===== src/pkg/flash_boot_pkg.sv =====
// constants, layouts and states shared by the boot stream sequencer
package flash_boot_pkg;

	localparam logic [7:0] CMD_WRITE_PERMIT  = 8'h06;
	localparam logic [7:0] CMD_STATUS_READ   = 8'h05;
	localparam logic [7:0] CMD_CFG_READ      = 8'h14;
	localparam logic [7:0] CMD_CFG_WRITE     = 8'h15;
	localparam logic [7:0] CMD_SECTOR_RELOCK = 8'h24;
	localparam logic [7:0] CMD_SECTOR_OPEN   = 8'h26;

	localparam logic [5:0] CMD_LAST_BIT   = 6'h07;
	localparam logic [5:0] ADDR_LAST_BIT  = 6'h17;
	localparam logic [5:0] CFG_DATA_BITS  = 6'h20;
	localparam logic [5:0] CFG_OVERRUN    = 6'h21;
	localparam logic [5:0] BYTE_LEN       = 6'h08;
	localparam logic [5:0] WORD_LEN       = 6'h20;
	localparam logic [5:0] STEP_QUAD      = 6'h04;
	localparam logic [5:0] STEP_SINGLE    = 6'h01;
	localparam int         SECTOR_LSB     = 12;
	localparam int         SECTOR_BITS    = 12;
	localparam int         FIFO_DEPTH     = 4;
	localparam int         BYTE_W         = 8;
	localparam logic [3:0] OE_QUAD        = 4'hF;
	localparam logic [3:0] OE_SINGLE      = 4'h2;
	localparam logic [3:0] OE_OFF         = 4'h0;
	localparam logic [31:0] CFG_RESET     = 32'h0000_0000;

	// boot configuration word layout, bit 31 down to bit 0
	typedef struct packed {
		logic [23:0] start_addr;
		logic [2:0]  spare;
		logic [3:0]  delay_count;
		logic        feature_on;
	} boot_cfg_t;

	// serial link pins as seen after synchronising
	typedef struct packed {
		logic       cs_n;
		logic       sck;
		logic [3:0] io;
	} link_pins_t;

	typedef enum logic [8:0] {
		ST_IDLE      = 9'h001,
		ST_CMD       = 9'h002,
		ST_ADDR      = 9'h004,
		ST_WDATA     = 9'h008,
		ST_RD_CFG    = 9'h010,
		ST_RD_STAT   = 9'h020,
		ST_BOOT_DLY  = 9'h040,
		ST_BOOT_DATA = 9'h080,
		ST_SKIP      = 9'h100
	} seq_state_t;

	// word sent least significant byte first, each byte msb first
	function automatic logic [31:0] lsb_byte_first(input logic [31:0] w);
		return {w[7:0], w[15:8], w[23:16], w[31:24]};
	endfunction

endpackage


===== src/hdl/flash_boot_seq.sv =====
// boot stream, sector relock and boot configuration command sequencer
`timescale 1ns/10ps
module flash_boot_seq
	import flash_boot_pkg::*;
(
	input  wire logic                   sys_clk,
	input  wire logic                   rst,
	input  wire logic                   spi_clk,
	input  wire logic                   spi_cs_n,
	input  wire logic [3:0]             io_in,
	output logic      [3:0]             io_out,
	output logic      [3:0]             io_oe,
	input  wire logic                   quad_io_allow,
	output logic                        write_permit_latch,
	output logic                        write_busy_flag,
	output logic                        sector_open,
	output logic      [SECTOR_BITS-1:0] open_sector,
	output boot_cfg_t                   boot_stream_config,
	input  wire logic [31:0]            nv_cfg,
	output logic                        nv_wr_start,
	output logic      [31:0]            nv_wr_data,
	input  wire logic                   nv_wr_done,
	output logic                        mem_rd_req,
	output logic      [23:0]            mem_rd_addr,
	input  wire logic                   mem_rd_valid,
	input  wire logic [7:0]             mem_rd_data
);

	////////////////////////////////////////////////////////////////////////
	// pin synchronisers and edge detection
	link_pins_t pin_a;
	link_pins_t pin_b;
	link_pins_t pin_c;

	always_ff @(posedge sys_clk) begin
		pin_a <= '{cs_n: spi_cs_n, sck: spi_clk, io: io_in};
		pin_b <= pin_a;
		pin_c <= pin_b;
	end

	wire sck_rise = pin_b.sck & ~pin_c.sck & ~pin_b.cs_n;
	wire sck_fall = ~pin_b.sck & pin_c.sck & ~pin_b.cs_n;
	wire cs_fall  = ~pin_b.cs_n & pin_c.cs_n;
	wire cs_rise  = pin_b.cs_n & ~pin_c.cs_n;

	////////////////////////////////////////////////////////////////////////
	// state and shared counters

	seq_state_t  st;
	seq_state_t  next_st;
	seq_state_t  dec_st;
	logic [5:0]  bcnt;
	logic [3:0]  dcnt;
	logic [31:0] in_sh;
	logic [31:0] out_sh;
	logic [5:0]  ocnt;
	logic [1:0]  init_phase;
	logic        armed;
	logic        boot_done;
	logic        pending;
	boot_cfg_t   cfg;
	wire [31:0] next_in  = {in_sh[30:0], pin_b.io[0]};
	wire [7:0]  cmd_byte = next_in[7:0];
	wire        in_cmd   = (st == ST_CMD);
	wire        cmd_done = sck_rise & in_cmd & (bcnt == CMD_LAST_BIT);
	wire        shifting = (st == ST_CMD) | (st == ST_ADDR)
	                     | (st == ST_WDATA);
	wire        in_boot  = (st == ST_BOOT_DLY) | (st == ST_BOOT_DATA);
	wire [3:0]  next_dcnt = dcnt + 4'h1;
	// command decode, busy blocks all but status read
	always_comb begin
		dec_st = ST_SKIP;
		case (cmd_byte)
			CMD_STATUS_READ: dec_st = ST_RD_STAT;
			CMD_CFG_READ:    dec_st = write_busy_flag ? ST_SKIP : ST_RD_CFG;
			CMD_CFG_WRITE:   dec_st = (write_permit_latch & ~write_busy_flag)
			                        ? ST_WDATA : ST_SKIP;
			CMD_SECTOR_OPEN: dec_st = write_busy_flag ? ST_SKIP : ST_ADDR;
			default:         dec_st = ST_SKIP;
		endcase
	end

	always_comb begin
		next_st = st;
		if (cs_rise)
			next_st = ST_IDLE;
		else if (cs_fall)
			// boot needs only select and clock
			next_st = !armed ? ST_CMD
			        : (cfg.delay_count == 4'h0) ? ST_BOOT_DATA : ST_BOOT_DLY;
		else if (sck_rise) begin
			case (st)
				ST_CMD:
					if (bcnt == CMD_LAST_BIT)
						next_st = dec_st;
				ST_ADDR:
					if (bcnt == ADDR_LAST_BIT)
						next_st = ST_SKIP;
				ST_BOOT_DLY:
					// hold output for delay count clocks
					if (next_dcnt == cfg.delay_count)
						next_st = ST_BOOT_DATA;
				default: next_st = st;
			endcase
		end
	end

	wire [5:0] next_bcnt = (cs_fall | cmd_done) ? 6'h00
	                     : (sck_rise & shifting & (bcnt != CFG_OVERRUN))
	                     ? bcnt + 6'h01 : bcnt;
	always_ff @(posedge sys_clk) begin
		if (rst) begin
			st   <= ST_IDLE;
			bcnt <= 6'h00;
			dcnt <= 4'h0;
		end else begin
			st   <= (init_phase != 2'h2) ? ST_IDLE : next_st;
			bcnt <= next_bcnt;
			if (cs_fall)
				dcnt <= 4'h0;
			else if (sck_rise & (st == ST_BOOT_DLY))
				dcnt <= next_dcnt;
		end
	end

	always_ff @(posedge sys_clk) begin
		if (rst)
			in_sh <= 32'h0000_0000;
		else if (sck_rise & shifting)
			in_sh <= next_in;
	end

	////////////////////////////////////////////////////////////////////////
	// sector protection

	wire relock_hit = cmd_done & (cmd_byte == CMD_SECTOR_RELOCK)
	                & ~write_busy_flag;
	wire open_hit   = sck_rise & (st == ST_ADDR) & (bcnt == ADDR_LAST_BIT)
	                & ~sector_open;

	always_ff @(posedge sys_clk) begin
		if (rst) begin
			sector_open <= 1'b0;
			open_sector <= '0;
		end else if (relock_hit)
			sector_open <= 1'b0;
		else if (open_hit) begin
			sector_open <= 1'b1;
			open_sector <= next_in[SECTOR_LSB +: SECTOR_BITS];
		end
	end

	////////////////////////////////////////////////////////////////////////
	// boot configuration write path

	wire permit_hit = cmd_done & (cmd_byte == CMD_WRITE_PERMIT)
	                & ~write_busy_flag;
	// only whole 32 bits then select rise
	wire wr_go      = cs_rise & (st == ST_WDATA) & (bcnt == CFG_DATA_BITS);
	wire wr_finish  = write_busy_flag & nv_wr_done;

	always_ff @(posedge sys_clk) begin
		if (rst) begin
			write_permit_latch <= 1'b0;
			write_busy_flag    <= 1'b0;
			nv_wr_start        <= 1'b0;
			nv_wr_data         <= CFG_RESET;
		end else begin
			nv_wr_start <= wr_go;
			if (wr_go) begin
				write_busy_flag <= 1'b1;
				nv_wr_data      <= lsb_byte_first(in_sh);
			end else if (wr_finish)
				write_busy_flag <= 1'b0;
			if (permit_hit)
				write_permit_latch <= 1'b1;
			else if (wr_finish)
				write_permit_latch <= 1'b0;
		end
	end

	always_ff @(posedge sys_clk) begin
		if (rst)
			cfg <= CFG_RESET;
		else if (init_phase == 2'h0)
			cfg <= nv_cfg;
		else if (wr_finish)
			cfg <= nv_wr_data;
	end

	assign boot_stream_config = cfg;

	////////////////////////////////////////////////////////////////////////
	// boot arming and prefetch

	logic       fifo_in_ready;
	logic       fifo_out_valid;
	logic [7:0] fifo_out_data;
	logic [23:0] fetch_addr;
	always_ff @(posedge sys_clk) begin
		if (rst) begin
			init_phase <= 2'h0;
			armed      <= 1'b0;
			boot_done  <= 1'b0;
			fetch_addr <= 24'h00_0000;
			pending    <= 1'b0;
		end else begin
			if (init_phase != 2'h2)
				init_phase <= init_phase + 2'h1;
			if (init_phase == 2'h1) begin
				armed      <= cfg.feature_on;
				fetch_addr <= cfg.start_addr;
			end else if (cs_rise & in_boot) begin
				armed     <= 1'b0;
				boot_done <= 1'b1;
			end
			if (mem_rd_req)
				fetch_addr <= fetch_addr + 24'h00_0001;
			if (mem_rd_req)
				pending <= 1'b1;
			else if (mem_rd_valid)
				pending <= 1'b0;
		end
	end

	assign mem_rd_req  = armed & fifo_in_ready & ~pending;
	assign mem_rd_addr = fetch_addr;

	////////////////////////////////////////////////////////////////////////
	// output shifter

	wire       quad_drive = (st == ST_BOOT_DATA) & quad_io_allow;
	wire       out_state  = (st == ST_BOOT_DATA) | (st == ST_RD_CFG)
	                      | (st == ST_RD_STAT);
	wire [5:0] step       = quad_drive ? STEP_QUAD : STEP_SINGLE;
	wire       out_load   = (ocnt == 6'h00);
	wire       boot_pop   = sck_fall & (st == ST_BOOT_DATA) & out_load;
	wire [7:0] stat_byte  = {1'b0, quad_io_allow, 4'h0,
	                         write_permit_latch, write_busy_flag};

	logic [31:0] load_val;
	logic [5:0]  load_len;
	always_comb begin
		load_val = 32'h0000_0000;
		load_len = BYTE_LEN;
		case (st)
			ST_BOOT_DATA: load_val = {fifo_out_data, 24'h00_0000};
			ST_RD_CFG: begin
				load_val = lsb_byte_first(cfg);
				load_len = WORD_LEN;
			end
			ST_RD_STAT: load_val = {stat_byte, 24'h00_0000};
			default: load_val = 32'h0000_0000;
		endcase
	end

	always_ff @(posedge sys_clk) begin
		if (rst) begin
			out_sh <= 32'h0000_0000;
			ocnt   <= 6'h00;
		end else if (st == ST_IDLE)
			ocnt <= 6'h00;
		else if (sck_fall & out_state) begin
			out_sh <= out_load ? load_val : out_sh << step;
			ocnt   <= (out_load ? load_len : ocnt) - step;
		end
	end

	// quad enable selects four or one line for boot data, config and status reads use one line
	assign io_out = quad_drive ? out_sh[31:28]
	              : {2'b00, out_sh[31], 1'b0};
	assign io_oe  = pin_b.cs_n ? OE_OFF
	              : quad_drive ? OE_QUAD
	              : out_state ? OE_SINGLE : OE_OFF;

	stream_fifo #(
		.WIDTH (BYTE_W),
		.DEPTH (FIFO_DEPTH)
	) boot_fifo (
		.sys_clk   (sys_clk),
		.rst       (rst),
		.in_valid  (mem_rd_valid),
		.in_ready  (fifo_in_ready),
		.in_data   (mem_rd_data),
		.out_valid (fifo_out_valid),
		.out_ready (boot_pop),
		.out_data  (fifo_out_data)
	);
endmodule


===== src/hdl/stream_fifo.sv =====
// small valid/ready fifo in flip-flops
`timescale 1ns/10ps
module stream_fifo #(
	parameter int WIDTH = 8,
	parameter int DEPTH = 4
) (
	input  wire logic             sys_clk,
	input  wire logic             rst,
	input  wire logic             in_valid,
	output logic                  in_ready,
	input  wire logic [WIDTH-1:0] in_data,
	output logic                  out_valid,
	input  wire logic             out_ready,
	output logic      [WIDTH-1:0] out_data
);

	localparam int PW = (DEPTH > 1) ? $clog2(DEPTH) : 1;
	localparam int CW = $clog2(DEPTH + 1);
	localparam logic [CW-1:0] FULL_COUNT = CW'(DEPTH);
	localparam logic [PW-1:0] LAST_SLOT  = PW'(DEPTH - 1);

	logic [WIDTH-1:0] slots [DEPTH];
	logic [PW-1:0]    wr_ptr;
	logic [PW-1:0]    rd_ptr;
	logic [CW-1:0]    count;
	wire              do_push = in_valid & in_ready;
	wire              do_pop  = out_valid & out_ready;

	assign in_ready  = (count != FULL_COUNT);
	assign out_valid = (count != '0);
	assign out_data  = slots[rd_ptr];

	always_ff @(posedge sys_clk) begin
		if (do_push)
			slots[wr_ptr] <= in_data;
	end

	always_ff @(posedge sys_clk) begin
		if (rst) begin
			wr_ptr <= '0;
			rd_ptr <= '0;
			count  <= '0;
		end else begin
			if (do_push)
				wr_ptr <= (wr_ptr == LAST_SLOT) ? '0 : wr_ptr + 1'b1;
			if (do_pop)
				rd_ptr <= (rd_ptr == LAST_SLOT) ? '0 : rd_ptr + 1'b1;
			count <= count + CW'(do_push) - CW'(do_pop);
		end
	end

endmodule


===== config.mk =====
export PLATFORM = sky130hd
export DESIGN_NAME = flash_boot_seq
export DESIGN_NICKNAME = d
export VERILOG_FILES = /design/src/pkg/flash_boot_pkg.sv /design/src/hdl/flash_boot_seq.sv /design/src/hdl/stream_fifo.sv
export SDC_FILE = /design/constraint.sdc
export NUM_CORES = 1
export LEC_CHECK = 0
export BUFFER_PORTS_ARGS = -buffer_cell sky130_fd_sc_hd__buf_2
export CORE_ASPECT_RATIO = 1.4
export CORE_UTILIZATION = 57
export DETAILED_ROUTE_END_ITERATION = 8
export GPL_TIMING_DRIVEN = 1
export PLACE_DENSITY = 0.9
export SETUP_SLACK_MARGIN = 0.4
export SYNTH_ARGS = -nofsm -noshare
export SYNTH_HDL_FRONTEND = slang
export SYNTH_SLANG_ARGS = --single-unit

===== constraint.sdc =====
create_clock -name sys_clk -period 3.65 [get_ports sys_clk]
set_input_delay 0.1825 -clock sys_clk [delete_from_list [all_inputs] [get_ports sys_clk]]
set_output_delay 0.1825 -clock sys_clk [all_outputs]
set_load 0.05 [all_outputs]

Yosys cells after proc, flatten, opt, wreduce, memory -nomap -nowiden. Memory sizes are Yosys's and may differ from the RTL's. A register that Yosys moved wholly into a read port is not among the register bits. Index checks and enable logic that the tools add are counted.

Equal/unequal tests: 27. Bitwise gates (word level): 46. Add/sub/neg operators: 9. Muxes and demuxes: 38. Reduce and logical (&&, ||, !) cells: 20. Shifts and indexed selects: 1.

Operators with widths (number): 32-bit 2-to-1 mux (3); 32-bit case mux with 3 select lines (1); 9-bit 2-to-1 mux (8); 24-bit 2-to-1 mux (2); 9-bit case mux with 4 select lines (1); 32-bit by 3-bit left shift with 32-bit output (1); 1-bit bitwise AND (31); 9-bit case mux with 3 select lines (1); 24-bit by 1-bit adder with 24-bit output, second input constant (1); 8-bit by 3-bit == test with 1-bit output, second input constant (2); 8-bit by 5-bit == test with 1-bit output, second input constant (2); 8-bit by 6-bit == test with 1-bit output, second input constant (2); 8-bit 2-to-1 mux (2); 2-bit nonzero test (7); 4-bit 2-to-1 mux (3); 6-bit 2-to-1 mux (2); 2-bit 2-to-1 mux (5); 9-bit by 1-bit == test with 1-bit output, second input constant (1); 9-bit by 2-bit == test with 1-bit output, second input constant (1); 9-bit by 3-bit == test with 1-bit output, second input constant (1); 9-bit by 4-bit == test with 1-bit output, second input constant (1); 9-bit by 5-bit == test with 1-bit output, second input constant (1); 9-bit by 6-bit == test with 1-bit output, second input constant (1); 9-bit by 7-bit == test with 1-bit output, second input constant (1); 30 further kinds (60).

Word-level logic and storage cells: 173. Memories kept: 1. Output and inout bits: 113. Memory bits (writable): 32. Register bits: 212.

Memory list: boot_fifo.slots (depth 4, bits a word 8, rd ports 1, clocked after memory_dff 1, wr ports 1, line stream_fifo.sv:22) `logic [WIDTH-1:0] slots [DEPTH];`.

Longest topological paths before layout.
Depth after elaboration: 9. Mapped depth: 13. Mapped depth without buffers: 11.

Cells and area by module. From an unflattened synthesis, not the netlist that was laid out.

Cells, all modules: 1272. Area, all modules: 11119.4 um^2.

Modules (own cells, without submodules): flash_boot_seq (instances 1, area an instance 9487.8 um^2, cells each 1181); stream_fifo (instances 1, area an instance 1631.6 um^2, cells each 91).

Least setup slack after synthesis. No wires, ideal clock.

Path type: flip-flop to flip-flop. From: reg st[0]. To: reg boot_fifo.count[2]. Setup time: 128 ps. Stages on the path, launching flop included: 13. Arrival: 2696 ps. Required time: 3522 ps. Setup slack: 827 ps. Cell sequence: dfxtp_1 -> nor4_4 -> buf_2 -> nand3_1 -> nor4_4 -> ha_1 -> inv_1 -> ha_1 -> inv_1 -> fa_1 -> xor2_1 -> xnor2_1 -> nor2_1.

Word-level cells in the longest chain between the ends: 5.

RTL lines: start, declared (line flash_boot_seq.sv:49) `seq_state_t st;`; start signal, assigned (line flash_boot_seq.sv:117) `st <= (init_phase != 2'h2) ? ST_IDLE : next_st;`; 9-bit by 8-bit == test with 1-bit output (line flash_boot_seq.sv:237) `wire boot_pop = sck_fall & (st == ST_BOOT_DATA) & out_load;`; 1-bit bitwise AND (2 in a row) (line flash_boot_seq.sv:237); 1-bit bitwise AND (line stream_fifo.sv:27) `wire do_pop = out_valid & out_ready;`; net boot_fifo.do_pop (line stream_fifo.sv:27); 3-bit by 1-bit subtractor with 3-bit output (line stream_fifo.sv:48) `count <= count + CW'(do_push) - CW'(do_pop);`; end signal, assigned (line stream_fifo.sv:48); end, declared (line stream_fifo.sv:25) `logic [CW-1:0] count;`.

The timed path passes the listed nets, and every way through them passes these cells. A chain may end at the register's enable or synchronous reset.

Worst setup path in the final report.
From: reg st[4]. To: reg boot_fifo.count[2].

The elaborated chain is that of the path after synthesis.

==> results.cfg <==
[global_route]
globalRouteOverflowTotal = 0
grt_usage_pct = 33.62
grt_pass1_vias = 10309
grt_pass1_wl_mm = 53.72
antenna_found_initial = 2
grt_max_degree = 95

[cells_and_area]
drive_above_1_share_pct = 18.45
multi_input_area_sq_mm = 0.005386
syn2layout_area_growth_pct = 18.16
ff_latch_area_sq_mm = 0.005245
finalNonFillerCells = 1709
fillers = 1379
nNetsFinal = 1511

[timing]
slew_viol_final = 0
rsz0062_at_grt = no
hold_ws_ns = 0.008576
finalCritPeriodShare_pct = 80.90
worst-slew-pin-transition_ns = 1.300
timing.fmax_ghz = 0.3387
layout_setup_ws_ns = 0.6972
period_needed_ns = 2.953
finClkSkew_ns = 0.02234
hold_viol_final = 0
finalSetupViolations = 0
slew_headroom_pct = 13.09
final.setup.tns_ns = 0

[clock_tree]
cts_buffer_depth = 3
htreeDepth = 1
cts_tree = done
cts.clk_slew.worst_paths_ns = 0.07
clkLatencyLatePin_ns = 0.54
cts_sinks = 246
cts-buffers-inserted = 23
root_buffer = clkbuf_16

[floorplanning]
die_h_um = 167.1
coreArea_sq_mm = 0.01914
ios = 164
dieArea_sq_mm = 0.02005
die_w_um = 120.0
rows = 60
initial_utilization_pct = 57.99

[placement]
numPortBuffers = 160
pre_cts_ws_ns = 0.7648
hpwl_mm = 21.14
gp_congestion = 0.9083
dp_cells = 1621

[critical_path]
critPathArrivalTime_ns = 3.36
critPathRequiredTime_ns = 4.06
cp_max_fo = 12
worstSetupPathType = reg -> reg
rr_worst_depth = 12
critPathCaptureType = flip-flop
start_kind = flip-flop

[min_path]
hold_depth = 2
min_path_type = in -> reg

[synthesis]
synth_top_area_share_pct = 38.59
syn_area_sq_mm = 0.01110
synth_seq_cells = 246
ys_seq_area_share_pct = 47.24
synth_area_leader_cell = dfxtp_1
yosysMostFrequentCell = nand2_1
synthTopCellsByArea = dfxtp_1 (39%), edfxtp_1 (8.7%), nand2_1 (7.7%)
synth_nets = 1358
synth_edf_count = 32
yosysWarnings = 0
synth-main-ff-cell = dfxtp_1
async_flop_share_pct = 0
synthDistinctLibCells = 71
synthCells = 1288
syn_avg_cell_area_sq_um = 8.619
ys_top_cells_by_count = nand2_1 (229), dfxtp_1 (214), a21oi_1 (161)

[drt]
firstDrtPassIters = 7
drtIter0Drc = 1462
vias = 10929
drc = 0
wirelength_mm = 33.99
avgRoutedWirePerCell_um = 19.89
ant_nets = 0
viasPerCell = 6.395

[power]
ir_drop_mv = 0.4093
leakagePower_uw = 0.005056
power_density_mw_per_mm2 = 565.2

[status]
status = complete, no violations

[run]
drv_cap = 0
==> registers in the layout, indices dropped and copies added (netlist names), 2 cells and up, named ones only <==
name	count
boot_stream_config	32
boot_fifo.rd_ptr	2
open_sector	12
boot_fifo.count	3
init_phase	2
in_sh	32
dcnt	4
ocnt	6
pin_c	2
pin_a	3
pin_b	2
st	9
boot_fifo.wr_ptr	2
nv_wr_data	32
mem_rd_addr	24
boot_fifo.slots	32
bcnt	6
out_sh	32
==> timing repair <==
| action | in CTS | in global routing |
|---|---|---|
| gates resized for setup | 0 | 0 |
| setup buffers | 0 | 0 |
| hold buffers | 43 | 0 |
| endpoints found under the hold margin | 67 | 0 |
==> cell usage in the layout, fill, tap and decap left out, types with 24 or more instances in the layout <==
| cell | n |
|---|---|
| edfxtp_1 | 32 |
| nand3_1 | 50 |
| buf_2 | 159 |
| a21oi_1 | 161 |
| nor2_1 | 126 |
| nand2_1 | 229 |
| dlygate4sd3_1 | 43 |
| a221oi_1 | 24 |
| nor3_1 | 41 |
| dfxtp_1 | 214 |
==> metal layers <==
layer	GRT usage [%]	vias up	routed length, um
li1	-	4882	-
met1	40.74	5063	12180
met2	53.10	763	15840
met3	7.459	221	3439
met4	22.66	0	2539
met5	0	-	0
==> metrics by stage <==
stage / area (sq um) / total power (uW) / utilization (%)
6_report: 13120 / 7414 / 68.52
3_5_place_dp: 11960 / 4995 / 62.49
3_3_place_gp: 11960 / 4941 / 62.49
2_1_floorplan: 11100 / 4493 / -
5_1_grt: 13120 / 7645 / 68.51
4_1_cts: 13110 / 7298 / 68.48
==> path summary, 6_finish.rpt <==
check / slack (ns) / to / startpoint
max reg2reg: 0.70 / boot_fifo.count[2] / st[4]
min reg2reg: 0.35 / cmd_byte[0] / pin_a[0]
max: 0.70 / boot_fifo.count[2] / st[4]
min: 0.009 / nv_wr_data[4] / rst
==> area by class of cell <==
class	instances	area share [%]
multi-input combinational	927	41.06
clock inverter	18	1.049
inverter	22	0.6295
timing repair buffer	221	10.43
antenna	3	0.05723
sequential	246	39.98
tap	248	2.366
clock buffer	24	4.416
==> worst max-delay path: stages, from the launching register on <==
cell	delay, ns
dfxtp_1	0.41
nor3_1	0.35
buf_4	0.23
nand3_1	0.13
nor4_4	0.45
ha_1	0.30
inv_1	0.05
ha_1	0.13
inv_1	0.05
fa_1	0.36
xor2_1	0.17
xnor2_1	0.13
nor2_1	0.05
==> cell families after synthesis <==
logic type | after synthesis | synth area share, %
DFF | 246 | 47.24
xor gates and xnor gates | 19 | 1.499
adders and majority gates | 19 | 2.209
muxes | 49 | 5.477
buffers and inverters | 115 | 4.440
and+or+nand+nor | 564 | 23.78
AOI/OAI and AO/OA | 276 | 15.35
==> power by group <==
part,internal [uW],leakage [uW],switching (uW)
clock,1190,0.000347,1120
sequential,2970,0.00203,345
combinational,478,0.00268,1310
Power figures use the tool's default switching activity.
